### config.mk
export PLATFORM = sky130hd
export DESIGN_NAME = bfp_fault_protect
export DESIGN_NICKNAME = d
export VERILOG_FILES = /design/src/core/bfp_pkg.sv /design/src/core/bfp_fault_protect.sv
export VERILOG_INCLUDE_DIRS = /design/src /design/src/core
export SDC_FILE = /design/constraint.sdc
export NUM_CORES = 1
export LEC_CHECK = 0
export BUFFER_PORTS_ARGS = -buffer_cell sky130_fd_sc_hd__buf_2
export CAP_MARGIN = 30
export CORE_UTILIZATION = 55
export CTS_CLUSTER_SIZE = 30
export DETAILED_ROUTE_END_ITERATION = 10
export GPL_ROUTABILITY_DRIVEN = 0
export PLACE_DENSITY = 0.78
export SETUP_SLACK_MARGIN = 0.02
export SLEW_MARGIN = 20
export SYNTH_ARGS = -nofsm -noshare
export SYNTH_HDL_FRONTEND = slang
export SYNTH_SLANG_ARGS = --single-unit
export TNS_END_PERCENT = 100
### constraint.sdc
create_clock -name i_clk -period 3.07 [get_ports i_clk]
set_input_delay 0 -clock i_clk [delete_from_list [all_inputs] [get_ports i_clk]]
set_output_delay 0 -clock i_clk [all_outputs]
set_load 0.01 [all_outputs]
### src/core/bfp_defines.svh
// Offsets, field positions, reset values and timing counts of the buck protection block
`ifndef BFP_DEFINES_SVH
`define BFP_DEFINES_SVH
`define BFP_CLK_MHZ 125
`define BFP_PG_FALL_NS 50000
`define BFP_PG_FALL_CYC ((`BFP_PG_FALL_NS * `BFP_CLK_MHZ + 999) / 1000)
`define BFP_PG_RISE_NS 1000000
`define BFP_PG_RISE_CYC ((`BFP_PG_RISE_NS * `BFP_CLK_MHZ + 999) / 1000)
`define BFP_OC_LIMIT 15
`define BFP_HICCUP_SS_CYCLES 7
`define BFP_SC_RETRY_LIMIT 7
`define BFP_REG_LATCH_CFG 8'h00
`define BFP_REG_HICCUP_CFG 8'h04
`define BFP_REG_PG_SEL 8'h08
`define BFP_REG_ALERT_SEL 8'h0c
`define BFP_REG_LATCH_STATUS 8'h10
`define BFP_REG_ALERT_STATUS 8'h14
`define BFP_REG_CHAN_STATUS 8'h18
`define BFP_PG_SEL_RST 4'h1
`define BFP_ALERT_SEL_RST 6'h00
`define BFP_ALERT_OVERHEAT 0
`define BFP_ALERT_LOW_INPUT 1
`define BFP_ALERT_PG_BASE 2
`define BFP_RESP_OKAY 2'b00
`define BFP_RESP_SLVERR 2'b10
`endif

### src/core/bfp_pkg.sv
// Types shared by the buck protection block
package bfp_pkg;
    typedef enum logic [2:0] {
        CH_OFF, CH_SOFT_START, CH_RUN, CH_HICCUP_WAIT, CH_LATCHED
    } bfp_chan_state_type;
endpackage

### src/core/bfp_fault_protect.sv
// Four-channel buck fault protection, power-good and alert logic with AXI4-Lite registers
`include "bfp_defines.svh"

// Behaviour
// RULE1 - Feedback below half target halves frequency
// RULE2 - Below quarter target, quarter frequency
// RULE3 - Max duty skips alternate, then two of three
// RULE4 - Current limit: high-side off, low-side on
// RULE5 - Counter overflows at 15, both switches off
// RULE6 - Seven soft-starts off, then restart
// RULE7 - Hiccup masked during first soft start
// RULE8 - Hiccup disable bit keeps foldback only
// RULE9 - Seven failed restarts latch channel off
// RULE10 - Latch-off clears only on re-enable/power-cycle
// RULE11 - No short latch when hiccup disabled
// RULE12 - Overvoltage latch enable shuts channel immediately
// RULE13 - Latch status clears on write-one, fault absent
// RULE14 - Supply lockout turns channel off, restarts
// RULE15 - First channel supply gates all others
// RULE16 - Channel power good with 50 us fall filter
// RULE17 - Power good output: AND, 1 ms rise
// RULE18 - Selectable power-good channels, default channel 1
// RULE19 - Alert open-drain, active low
// RULE20 - Six alert sources, enables default cleared
// RULE21 - Six-bit sticky alert cause field
// RULE22 - Cause clears on write-one, enables low, reset
// RULE23 - Power-good alert on one-to-zero edge
// RULE24 - Fault counter clears on clean restart, enable
module bfp_fault_protect #(
    parameter int NUM_CH = 4,
    parameter int PG_FALL_CYC = `BFP_PG_FALL_CYC,
    parameter int PG_RISE_CYC = `BFP_PG_RISE_CYC
) (
    input wire logic i_clk,
    input wire logic i_srst,
    input wire logic [NUM_CH-1:0] i_channel_enable_pins,
    input wire logic [NUM_CH-1:0] i_supply_ok,
    input wire logic [NUM_CH-1:0] i_fb_below_half,
    input wire logic [NUM_CH-1:0] i_fb_below_quarter,
    input wire logic [NUM_CH-1:0] i_duty_max,
    input wire logic [NUM_CH-1:0] i_duty_beyond_max,
    input wire logic [NUM_CH-1:0] i_over_current,
    input wire logic [NUM_CH-1:0] i_over_voltage,
    input wire logic [NUM_CH-1:0] i_pg_above_upper,
    input wire logic [NUM_CH-1:0] i_pg_below_lower,
    input wire logic [NUM_CH-1:0] i_cycle_start,
    input wire logic [NUM_CH-1:0] i_soft_start_done,
    input wire logic [NUM_CH-1:0] i_fuse_short_latch,
    input wire logic [NUM_CH-1:0] i_fuse_ovp_latch,
    input wire logic [NUM_CH-1:0] i_fuse_pg_select,
    input wire logic i_fuse_pg_select_en,
    input wire logic i_overheat,
    input wire logic i_low_input,
    input wire logic [31:0] s_axi_awaddr,
    input wire logic s_axi_awvalid,
    output logic s_axi_awready,
    input wire logic [31:0] s_axi_wdata,
    input wire logic [3:0] s_axi_wstrb,
    input wire logic s_axi_wvalid,
    output logic s_axi_wready,
    output logic [1:0] s_axi_bresp,
    output logic s_axi_bvalid,
    input wire logic s_axi_bready,
    input wire logic [31:0] s_axi_araddr,
    input wire logic s_axi_arvalid,
    output logic s_axi_arready,
    output logic [31:0] s_axi_rdata,
    output logic [1:0] s_axi_rresp,
    output logic s_axi_rvalid,
    input wire logic s_axi_rready,
    output logic [NUM_CH-1:0] o_chan_run,
    output logic [NUM_CH-1:0] o_soft_start_req,
    output logic [NUM_CH-1:0] o_high_side_en,
    output logic [NUM_CH-1:0] o_low_side_en,
    output logic [NUM_CH*2-1:0] o_fold_div_shift,
    output logic [NUM_CH*2-1:0] o_skip_mode,
    output logic o_power_good_output_o,
    output logic o_power_good_output_oe,
    output logic o_alert_n_o,
    output logic o_alert_n_oe
);
    localparam int AW = 8;
    localparam int PGW = $clog2(PG_RISE_CYC + 1);

    initial begin
        if (NUM_CH != 4) begin
            $error("bfp_fault_protect serves exactly four channels");
        end
        if (PG_FALL_CYC < 1 || PG_RISE_CYC < 1) begin
            $error("bfp_fault_protect timing counts must be at least one");
        end
    end

    // Analog comparator levels pass two flops each
    localparam int SW = NUM_CH * 15 + 3;

    typedef struct packed {
        logic [SW-1:0] sync1;
        logic [SW-1:0] sync2;
        logic [NUM_CH-1:0] en_prev;
        bfp_pkg::bfp_chan_state_type [NUM_CH-1:0] st;
        logic [NUM_CH-1:0][3:0] oc_cnt;
        logic [NUM_CH-1:0][2:0] ss_cnt;
        logic [NUM_CH-1:0][2:0] retry_cnt;
        logic [NUM_CH-1:0] first_ss;
        logic [NUM_CH-1:0] limited;
        logic [NUM_CH-1:0] chan_pg;
        logic [NUM_CH-1:0][PGW-1:0] pg_fall_cnt;
        logic [PGW-1:0] pg_rise_cnt;
        logic [NUM_CH-1:0] short_latch_enable;
        logic [NUM_CH-1:0] overvolt_latch_enable;
        logic [NUM_CH-1:0] hiccup_disable;
        logic [NUM_CH-1:0] power_good_select;
        logic [5:0] alert_select;
        logic [NUM_CH*2-1:0] latch_status;
        logic [5:0] alert_cause;
        logic aw_got;
        logic w_got;
        logic [AW-1:0] aw_addr;
        logic [31:0] w_data;
        logic [3:0] w_strb;
        logic bvalid;
        logic [1:0] bresp;
        logic rvalid;
        logic [31:0] rdata;
        logic [1:0] rresp;
        logic [NUM_CH-1:0] run;
        logic [NUM_CH-1:0] ss_req;
        logic [NUM_CH-1:0] hs_en;
        logic [NUM_CH-1:0] ls_en;
        logic [NUM_CH*2-1:0] fold;
        logic [NUM_CH*2-1:0] skip;
        logic pg_out;
        logic alert_low;
    } bfp_state_type;

    bfp_state_type state_ff;
    bfp_state_type nxt_state;

    logic [SW-1:0] raw_in;
    assign raw_in = {i_fuse_pg_select_en, i_low_input, i_overheat, i_channel_enable_pins,
        i_supply_ok, i_fb_below_half, i_fb_below_quarter, i_duty_max, i_duty_beyond_max,
        i_over_current, i_over_voltage, i_pg_above_upper, i_pg_below_lower,
        i_cycle_start, i_soft_start_done, i_fuse_short_latch, i_fuse_ovp_latch,
        i_fuse_pg_select};

    always_comb begin
        logic [NUM_CH-1:0] en, sup, fbh, fbq, dmax, dbey, oc, ov, pgu, pgl, cyc, ssd;
        logic [NUM_CH-1:0] fsc, fov, fpg, sup_eff, pg_sel, sc_on, ov_on;
        logic [NUM_CH*2-1:0] wr1_lch;
        logic fpg_en, lowin, hot, wr, rd, all_pg;
        logic [5:0] cause_set, wr1_alert;
        nxt_state = state_ff;
        {fpg_en, lowin, hot, en, sup, fbh, fbq, dmax, dbey, oc, ov, pgu, pgl, cyc, ssd,
            fsc, fov, fpg} = state_ff.sync2;
        nxt_state.sync1 = raw_in;
        nxt_state.sync2 = state_ff.sync1;
        nxt_state.en_prev = en;
        // First-channel lockout holds all off [RULE15]
        sup_eff = sup & {NUM_CH{sup[0]}};
        sc_on = (state_ff.short_latch_enable | fsc) & ~state_ff.hiccup_disable; // [RULE11]
        ov_on = state_ff.overvolt_latch_enable | fov;

        // Write: aw and w in either order
        wr = state_ff.aw_got && state_ff.w_got && !state_ff.bvalid;
        wr1_lch = '0;
        wr1_alert = '0;
        if (s_axi_awvalid && !state_ff.aw_got) begin
            nxt_state.aw_got = 1'b1;
            nxt_state.aw_addr = s_axi_awaddr[AW-1:0];
        end
        if (s_axi_wvalid && !state_ff.w_got) begin
            nxt_state.w_got = 1'b1;
            nxt_state.w_data = s_axi_wdata;
            nxt_state.w_strb = s_axi_wstrb;
        end
        if (wr) begin
            nxt_state.aw_got = 1'b0;
            nxt_state.w_got = 1'b0;
            nxt_state.bvalid = 1'b1;
            nxt_state.bresp = `BFP_RESP_OKAY;
            if (state_ff.w_strb[0]) begin
                case (state_ff.aw_addr)
                    `BFP_REG_LATCH_CFG: begin
                        nxt_state.short_latch_enable = state_ff.w_data[3:0];
                        nxt_state.overvolt_latch_enable = state_ff.w_data[7:4];
                    end
                    `BFP_REG_HICCUP_CFG: nxt_state.hiccup_disable = state_ff.w_data[3:0];
                    `BFP_REG_PG_SEL: nxt_state.power_good_select = state_ff.w_data[3:0];
                    `BFP_REG_ALERT_SEL: nxt_state.alert_select = state_ff.w_data[5:0];
                    `BFP_REG_LATCH_STATUS: wr1_lch = state_ff.w_data[7:0];
                    `BFP_REG_ALERT_STATUS: wr1_alert = state_ff.w_data[5:0];
                    `BFP_REG_CHAN_STATUS: ;
                    default: nxt_state.bresp = `BFP_RESP_SLVERR;
                endcase
            end else if (state_ff.aw_addr > `BFP_REG_CHAN_STATUS ||
                    state_ff.aw_addr[1:0] != 2'b00) begin
                nxt_state.bresp = `BFP_RESP_SLVERR;
            end
        end
        if (state_ff.bvalid && s_axi_bready) begin
            nxt_state.bvalid = 1'b0;
        end
        rd = s_axi_arvalid && !state_ff.rvalid;
        if (rd) begin
            nxt_state.rvalid = 1'b1;
            nxt_state.rresp = `BFP_RESP_OKAY;
            case (s_axi_araddr[AW-1:0])
                `BFP_REG_LATCH_CFG: nxt_state.rdata = {24'h000000,
                    state_ff.overvolt_latch_enable, state_ff.short_latch_enable};
                `BFP_REG_HICCUP_CFG: nxt_state.rdata = {28'h0000000, state_ff.hiccup_disable};
                `BFP_REG_PG_SEL: nxt_state.rdata = {28'h0000000, state_ff.power_good_select};
                `BFP_REG_ALERT_SEL: nxt_state.rdata = {26'h0000000, state_ff.alert_select};
                `BFP_REG_LATCH_STATUS: nxt_state.rdata = {24'h000000, state_ff.latch_status};
                `BFP_REG_ALERT_STATUS: nxt_state.rdata = {26'h0000000, state_ff.alert_cause};
                `BFP_REG_CHAN_STATUS: nxt_state.rdata = {24'h000000, state_ff.oc_cnt[0],
                    state_ff.chan_pg};
                default: begin
                    nxt_state.rdata = 32'h00000000;
                    nxt_state.rresp = `BFP_RESP_SLVERR;
                end
            endcase
        end
        if (state_ff.rvalid && s_axi_rready) begin
            nxt_state.rvalid = 1'b0;
        end

        for (int c = 0; c < NUM_CH; c++) begin
            logic oc_evt;
            oc_evt = oc[c] && !state_ff.limited[c];
            // Foldback in every state [RULE1] [RULE2] [RULE8]
            nxt_state.fold[2*c +: 2] = fbq[c] ? 2'd2 : (fbh[c] ? 2'd1 : 2'd0);
            // Pulse skipping: 1 = skip alternate, 2 = skip two of three [RULE3]
            nxt_state.skip[2*c +: 2] = dbey[c] ? 2'd2 : (dmax[c] ? 2'd1 : 2'd0);
            // Current limit holds for the rest of the switching cycle [RULE4]
            if (cyc[c]) begin
                nxt_state.limited[c] = 1'b0;
            end else if (oc[c]) begin
                nxt_state.limited[c] = 1'b1;
            end

            case (state_ff.st[c])
                bfp_pkg::CH_OFF: begin
                    if (en[c] && sup_eff[c]) begin // [RULE14]
                        nxt_state.st[c] = bfp_pkg::CH_SOFT_START;
                        nxt_state.first_ss[c] = 1'b1;
                        nxt_state.oc_cnt[c] = 4'h0; // [RULE24]
                        nxt_state.retry_cnt[c] = 3'h0;
                    end
                end
                bfp_pkg::CH_SOFT_START: begin
                    // Hiccup masked in first soft start [RULE7]
                    if (oc_evt && !state_ff.first_ss[c] && !state_ff.hiccup_disable[c]) begin
                        nxt_state.oc_cnt[c] = state_ff.oc_cnt[c] + 4'h1;
                    end
                    if (ssd[c]) begin
                        nxt_state.st[c] = bfp_pkg::CH_RUN;
                        nxt_state.first_ss[c] = 1'b0;
                    end
                end
                bfp_pkg::CH_RUN: begin
                    if (oc_evt && !state_ff.hiccup_disable[c]) begin // [RULE5] [RULE8]
                        nxt_state.oc_cnt[c] = state_ff.oc_cnt[c] + 4'h1;
                    end
                end
                bfp_pkg::CH_HICCUP_WAIT: begin
                    // Off for seven soft-start durations, then restart [RULE6]
                    if (ssd[c]) begin
                        nxt_state.ss_cnt[c] = state_ff.ss_cnt[c] + 3'h1;
                        if (state_ff.ss_cnt[c] == 3'(`BFP_HICCUP_SS_CYCLES - 1)) begin
                            nxt_state.ss_cnt[c] = 3'h0;
                            nxt_state.st[c] = bfp_pkg::CH_SOFT_START;
                        end
                    end
                end
                bfp_pkg::CH_LATCHED: ;
                default: nxt_state.st[c] = bfp_pkg::CH_OFF;
            endcase

            // Overflow at 15: both switches off [RULE5]
            if ((state_ff.st[c] == bfp_pkg::CH_RUN || state_ff.st[c] == bfp_pkg::CH_SOFT_START)
                    && state_ff.oc_cnt[c] == 4'(`BFP_OC_LIMIT) && oc_evt
                    && !state_ff.hiccup_disable[c] && !state_ff.first_ss[c]) begin
                nxt_state.oc_cnt[c] = 4'h0;
                nxt_state.ss_cnt[c] = 3'h0;
                nxt_state.st[c] = bfp_pkg::CH_HICCUP_WAIT;
                nxt_state.retry_cnt[c] = state_ff.retry_cnt[c] + 3'h1;
                if (sc_on[c] && state_ff.retry_cnt[c] == 3'(`BFP_SC_RETRY_LIMIT - 1)) begin
                    nxt_state.st[c] = bfp_pkg::CH_LATCHED; // [RULE9]
                    nxt_state.latch_status[c] = 1'b1;
                end
            end else if (state_ff.st[c] == bfp_pkg::CH_RUN && cyc[c] && !oc[c]
                    && state_ff.oc_cnt[c] == 4'h0) begin
                nxt_state.retry_cnt[c] = 3'h0; // A clean cycle ends the retry run [RULE24]
            end
            if (state_ff.st[c] == bfp_pkg::CH_SOFT_START && ssd[c] && !state_ff.limited[c]) begin
                nxt_state.oc_cnt[c] = 4'h0; // [RULE24]
            end
            // Overvoltage latches at once [RULE12]
            if (ov_on[c] && ov[c] && state_ff.st[c] != bfp_pkg::CH_OFF
                    && state_ff.st[c] != bfp_pkg::CH_LATCHED) begin
                nxt_state.st[c] = bfp_pkg::CH_LATCHED;
                nxt_state.latch_status[NUM_CH + c] = 1'b1;
            end
            // Enable low or lockout: off, the only exit from latch-off [RULE10] [RULE14]
            if (!en[c] || !sup_eff[c]) begin
                nxt_state.st[c] = bfp_pkg::CH_OFF;
            end
            // W1C while fault absent; a set needs the fault, so it wins [RULE13]
            if (wr1_lch[c] && !(sc_on[c] && oc[c])
                    && state_ff.st[c] != bfp_pkg::CH_LATCHED) begin
                nxt_state.latch_status[c] = 1'b0;
            end
            if (wr1_lch[NUM_CH + c] && !ov[c]) begin
                nxt_state.latch_status[NUM_CH + c] = 1'b0;
            end

            // Set above upper, clear after long low [RULE16]
            if (pgu[c]) begin
                nxt_state.chan_pg[c] = 1'b1;
                nxt_state.pg_fall_cnt[c] = '0;
            end else if (pgl[c] && state_ff.chan_pg[c]) begin
                if (state_ff.pg_fall_cnt[c] == PGW'(PG_FALL_CYC)) begin
                    nxt_state.chan_pg[c] = 1'b0;
                    nxt_state.pg_fall_cnt[c] = '0;
                end else begin
                    nxt_state.pg_fall_cnt[c] = state_ff.pg_fall_cnt[c] + PGW'(1);
                end
            end else begin
                nxt_state.pg_fall_cnt[c] = '0;
            end

            nxt_state.run[c] = nxt_state.st[c] == bfp_pkg::CH_RUN ||
                nxt_state.st[c] == bfp_pkg::CH_SOFT_START;
            nxt_state.ss_req[c] = nxt_state.st[c] == bfp_pkg::CH_SOFT_START;
            // Limit: high-side off, low-side on; hiccup or latch: both off [RULE4] [RULE5]
            nxt_state.hs_en[c] = nxt_state.run[c] && !nxt_state.limited[c];
            nxt_state.ls_en[c] = nxt_state.run[c];
        end

        // Power-good output from selected channels, 1 ms qualified rise [RULE17] [RULE18]
        pg_sel = fpg_en ? fpg : state_ff.power_good_select;
        all_pg = &(state_ff.chan_pg | ~pg_sel);
        if (!all_pg) begin
            nxt_state.pg_rise_cnt = '0;
            nxt_state.pg_out = 1'b0;
        end else if (state_ff.pg_rise_cnt == PGW'(PG_RISE_CYC)) begin
            nxt_state.pg_out = 1'b1;
        end else begin
            nxt_state.pg_rise_cnt = state_ff.pg_rise_cnt + PGW'(1);
        end

        // Alert causes: overheat, low input, power-good falls per channel [RULE21] [RULE23]
        cause_set = {state_ff.chan_pg & ~nxt_state.chan_pg, lowin, hot};
        // Clear on write-one or all enables low; set wins [RULE22]
        nxt_state.alert_cause = (state_ff.alert_cause & ~wr1_alert & {6{|en}}) | cause_set;
        // Alert pin low while an enabled cause stands [RULE19] [RULE20]
        nxt_state.alert_low = |(nxt_state.alert_cause & nxt_state.alert_select);
    end

    always_ff @(posedge i_clk) begin
        if (i_srst) begin
            state_ff <= '0;
            state_ff.power_good_select <= `BFP_PG_SEL_RST; // [RULE18]
            state_ff.alert_select <= `BFP_ALERT_SEL_RST; // [RULE20]
        end else begin
            state_ff <= nxt_state;
        end
    end

    assign s_axi_awready = !state_ff.aw_got;
    assign s_axi_wready = !state_ff.w_got;
    assign s_axi_bvalid = state_ff.bvalid;
    assign s_axi_bresp = state_ff.bresp;
    assign s_axi_arready = !state_ff.rvalid;
    assign s_axi_rvalid = state_ff.rvalid;
    assign s_axi_rdata = state_ff.rdata;
    assign s_axi_rresp = state_ff.rresp;
    assign o_chan_run = state_ff.run;
    assign o_soft_start_req = state_ff.ss_req;
    assign o_high_side_en = state_ff.hs_en;
    assign o_low_side_en = state_ff.ls_en;
    assign o_fold_div_shift = state_ff.fold;
    assign o_skip_mode = state_ff.skip;
    // Open-drain: enable low drive only, released otherwise [RULE17] [RULE19]
    assign o_power_good_output_o = 1'b0;
    assign o_power_good_output_oe = !state_ff.pg_out;
    assign o_alert_n_o = 1'b0;
    assign o_alert_n_oe = state_ff.alert_low;
endmodule

## Word-level counts from Yosys, hierarchy flattened

Index checks and enable logic that the tools add are counted.

- Flip-flop bits (word level): 398
- Input port bits: 170
- Output and inout port bits: 77
- Logic and storage cells: 565

- Add/sub/neg operators: 17
- $lt $le $gt $ge: 1
- Equality and inequality tests: 73
- Muxes and demuxes: 135
- Bitwise operators: 19
- Reductions and logical operators: 252

Operator list:

| operator | number |
|---|---|
| 3-bit two-way mux | 52 |
| 1-bit logical AND | 103 |
| 17-bit by 1-bit adder with 17-bit output (second input constant) | 5 |
| 17-bit by 13-bit == test with 1-bit output (second input constant) | 4 |
| 8-bit one-hot mux with 7 select lines | 1 |
| 2-bit OR reduction | 28 |
| 4-bit two-way mux | 13 |
| 8-bit by 5-bit == test with 1-bit output (second input constant) | 6 |
| 3-bit one-hot mux with 4 select lines | 4 |
| 4-bit one-hot mux with 3 select lines | 4 |
| 3-bit nonzero test | 16 |
| 1-bit logical NOT | 41 |
| 3-bit by 2-bit == test with 1-bit output (second input constant) | 12 |
| 3-bit == test (second input constant) | 12 |
| 1-bit two-way mux | 36 |
| 6-bit two-way mux | 6 |
| 8-bit by 4-bit == test with 1-bit output (second input constant) | 4 |
| 2-bit != test (second input constant) | 16 |
| 3-bit by 1-bit adder with 3-bit output (second input constant) | 8 |
| 3-bit by 1-bit == test with 1-bit output (second input constant) | 8 |
| 2-bit two-way mux | 12 |
| 8-bit two-way mux | 3 |
| 2-bit AND reduction | 12 |
| 3-bit AND reduction | 7 |
| 24 further kinds | 84 |

## Logic depth before layout (Yosys ltp)

- Word-level depth: 12
- Gate-level depth with buffers: 8
- Gate-level depth less buffers: 7

## Worst setup path before layout

No wires, ideal clock.

- Path type: register to register
- From: register state_ff[171] in the netlist's numbering
- To: register state_ff[178] in the netlist's numbering
- Library setup time: 0.115 ns
- Data arrival time: 1.838 ns
- Data required time: 2.955 ns
- Slack: 1.117 ns
- Stages on the path, launching flop included: 9
- Path buffers: 2
- Period minus slack after synthesis: 1.953 ns
- Cells stage by stage: dfxtp_1 inv_1 ha_1 or4b_2 nor4_1 or4_1 buf_2 buf_4 nor2_1

- Longest elaborated chain between the ends: 2
- Elaborated cells on any way between the ends: 3
- Those cells by class: 1 x add/sub; 1 x eq/ne; 1 x reduce/logical

RTL lines:

| element | RTL line | source |
|---|---|---|
| start: declaration | bfp_fault_protect.sv:137 | `bfp_state_type state_ff;` |
| start signal: assignment | bfp_fault_protect.sv:367 | `state_ff <= nxt_state;` |
| parallel branches: the longest is 2 deep, another holds 17-bit by 1-bit adder with 17-bit output | - |  |

Parallel ways; which one is timed is not known.
A chain may end at the register's enable or synchronous reset.

## Final worst setup path

- From: register state_ff[205] in the netlist's numbering
- To: register state_ff[219] in the netlist's numbering

The elaborated chain is that of the path after synthesis.

==> results.toml <==
[yosys]
syn_area_per_cell_um2 = 9.32
synthArstFlopShare_pct = 0
yosys.cell_types.count = 74
ys_seq_area_share_pct = 49.3
yosysWarningCount = 0
syn_inst = 1620
ys_seq_elements = 372
synth-edff-count = 0
ys.flop_type = "dfxtp_1"
syn_area_um2 = 15100

[finish]
final_common_cell = "dfxtp_1"
mostFrequentLayoutCells = "372 x dfxtp_1, 206 x nor2_1, 160 x nor2b_1"
final_util_pct = 66.6
design_area_um2 = 17900
layout-drive-gt1-share_pct = 13.4
area.growth.synth_to_final_pct = 18.9
multi_input_area_um2 = 6780
seqCellArea_um2 = 7450
final_nets = 2016
fillers = 2085

[critical_path]
cp-end-kind = "flip-flop"
cp_max_fo = 17
cp.required_ns = 3.45
path_class = "reg2reg"
start_kind = "flip-flop"
cp.arrival_ns = 2.80

[routing]
first_pass_iters = 5
wl_per_cell_um = 15.2
totalWireLength_um = 33200
dr.first_iter.drc_count = 969
ant_nets = 0
drcViolationCount = 0
viasPerCell = 5.37
vias = 11763

[global_routing]
antenna_found_initial = 2
grt.overflow.total = 0
grt_use_total_pct = 23.6
grt_pass1_vias = 11164
grt_first_pass_wirelength_um = 54200
grt_max_degree = 96

[sta]
setup_viol = 0
max_freq_ghz = 0.415
max_slew_margin_pct = 38.8
skew_ns = 0.0150
tns_ns = 0
rsz0062_at_grt = "no"
final_hold_viol_count = 0
worstMarginPinSlew_ns = 0.916
holdWs_ns = 0.0402
finalCritPeriodShare_pct = 78.5
drv_slew = 0
min_period_ns = 2.41

[floorplan]
core_area_um2 = 27000
io_pins = 247
dieWidth_um = 168
rows = 60
dieArea_um2 = 28100
start_util_pct = 56.0
die_h_um = 168

[min_path]
worstHoldPathType = "in2reg"

[clock_tree]
cts_tree = "yes"
clockBufferDepth = 3
htreeDepth = 2
clk_latency_ns = 0.53
numClockSinks = 372
cts_root_buf = "clkbuf_16"
numCtsBuffers = 39
clkTransAtPathRegs_ns = 0.06

[pwr]
ir_drop_mv = 0.508
design_power_total_mw = 10.1
leakage_nw = 6.90
powerDensity_nw_per_um2 = 561

[placement]
hpwlAfterDp_um = 21700
place_area_um2 = 15600
io_buffers = 143

[outcome]
status = "finished, final reports clean"

[flow_run]
drv_cap = 0
## state kept, by name, summed over array words and instances (netlist names), 4 cells and up
signal	flops
o_fold_div_shift	8
o_skip_mode	8
o_high_side_en	4
s_axi_rdata	8
state_ff	264
nxt_state	67
o_soft_start_req	4
o_low_side_en	4
## cells by family (layout without fill, tap and decap cells)
family | Yosys count | after routing | synth area share (%)
and+or+nand+nor | 755 | 755 | 27.0
DFF | 372 | 372 | 49.3
buffers and inverters | 173 | 373 | 6.42
AOI/OAI and AO/OA | 161 | 161 | 6.82
xor gates and xnor gates | 93 | 93 | 5.40
muxes | 39 | 39 | 2.79
adders and majority gates | 26 | 26 | 2.16
other | 1 | 31 | 0.0248
## layout make-up
class	count	share of cell area [%]
inverter	44	0.921
multi-input combinational	1102	37.8
antenna	3	0.0418
tap	341	2.38
sequential	372	41.5
clock buffer	52	6.10
clock inverter	16	0.809
timing repair buffer	261	10.5
## cells in the mapped netlist, types with 13 or more instances
cell type  instances  area share, %
nor3b_1           23            1.1
buf_4             74            3.7
mux2i_1           32            2.1
nor3_1            35            1.2
xor2_1            45            2.6
o21ai_0           25           0.83
a211oi_1          14           0.70
inv_1             44            1.1
nor2_1           206            5.1
and3_1            16           0.66
nand4b_1          14           0.81
nor2b_1          160            6.6
nand2_1          101            2.5
a21oi_1           66            2.2
nand3_1           72            2.4
dfxtp_1          372             49
nor4b_1           13           0.75
nor4_1            17           0.70
clkbuf_1          49            1.2
xnor2_1           48            2.8
nand4_1           26            1.1
ha_1              26            2.2
## power breakdown
part,internal (mW),switching [mW],leakage (nW)
clock network,2.68,1.89,0.623
logic,0.249,0.237,3.25
registers,4.94,0.0718,3.03
## what timing repair did
action | CTS | global route
resized for setup | 0 | 0
hold buffers | 108 | 0
buffers inserted | 0 | 0
setup endpoints to repair | 0 | 0
endpoints found under the hold margin | 119 | 0
## per-stage QoR
step	setup WS, ns	std cells
floorplan	1.12	1647
detailed placement	0.697	2012
finish	0.659	2191
global route	0.424	2190
CTS	0.675	2188
global placement	0.793	2012
## worst paths after layout
check | from | to | slack [ns] | cells past startpoint
setup / recovery | state_ff[205] | state_ff[219] | 0.66 | 6
hold / removal | s_axi_araddr[7] | s_axi_rdata[2] | 0.04 | 5
setup reg to reg | state_ff[205] | state_ff[219] | 0.66 | 6
hold reg to reg | state_ff[343] | o_skip_mode[0] | 0.41 | 1
## per-layer routing
layer	routed length (um)	share of wire [%]	global-route usage (%)	vias up
li1	-	-	-	5827
met4	1200	3.6	9.93	0
met1	14600	44	30.0	5504
met2	15700	47	39.3	349
met3	1780	5.4	4.21	83
met5	0	0	0	-
## worst max-delay path: stages (launching register included)
cell and delay (ns):
dfxtp_1 0.33, inv_1 0.08, ha_1 0.14, or4b_2 0.60
nor4_1 0.44, or4_1 0.55, nor2_1 0.13
Power figures use the tool's default switching activity.
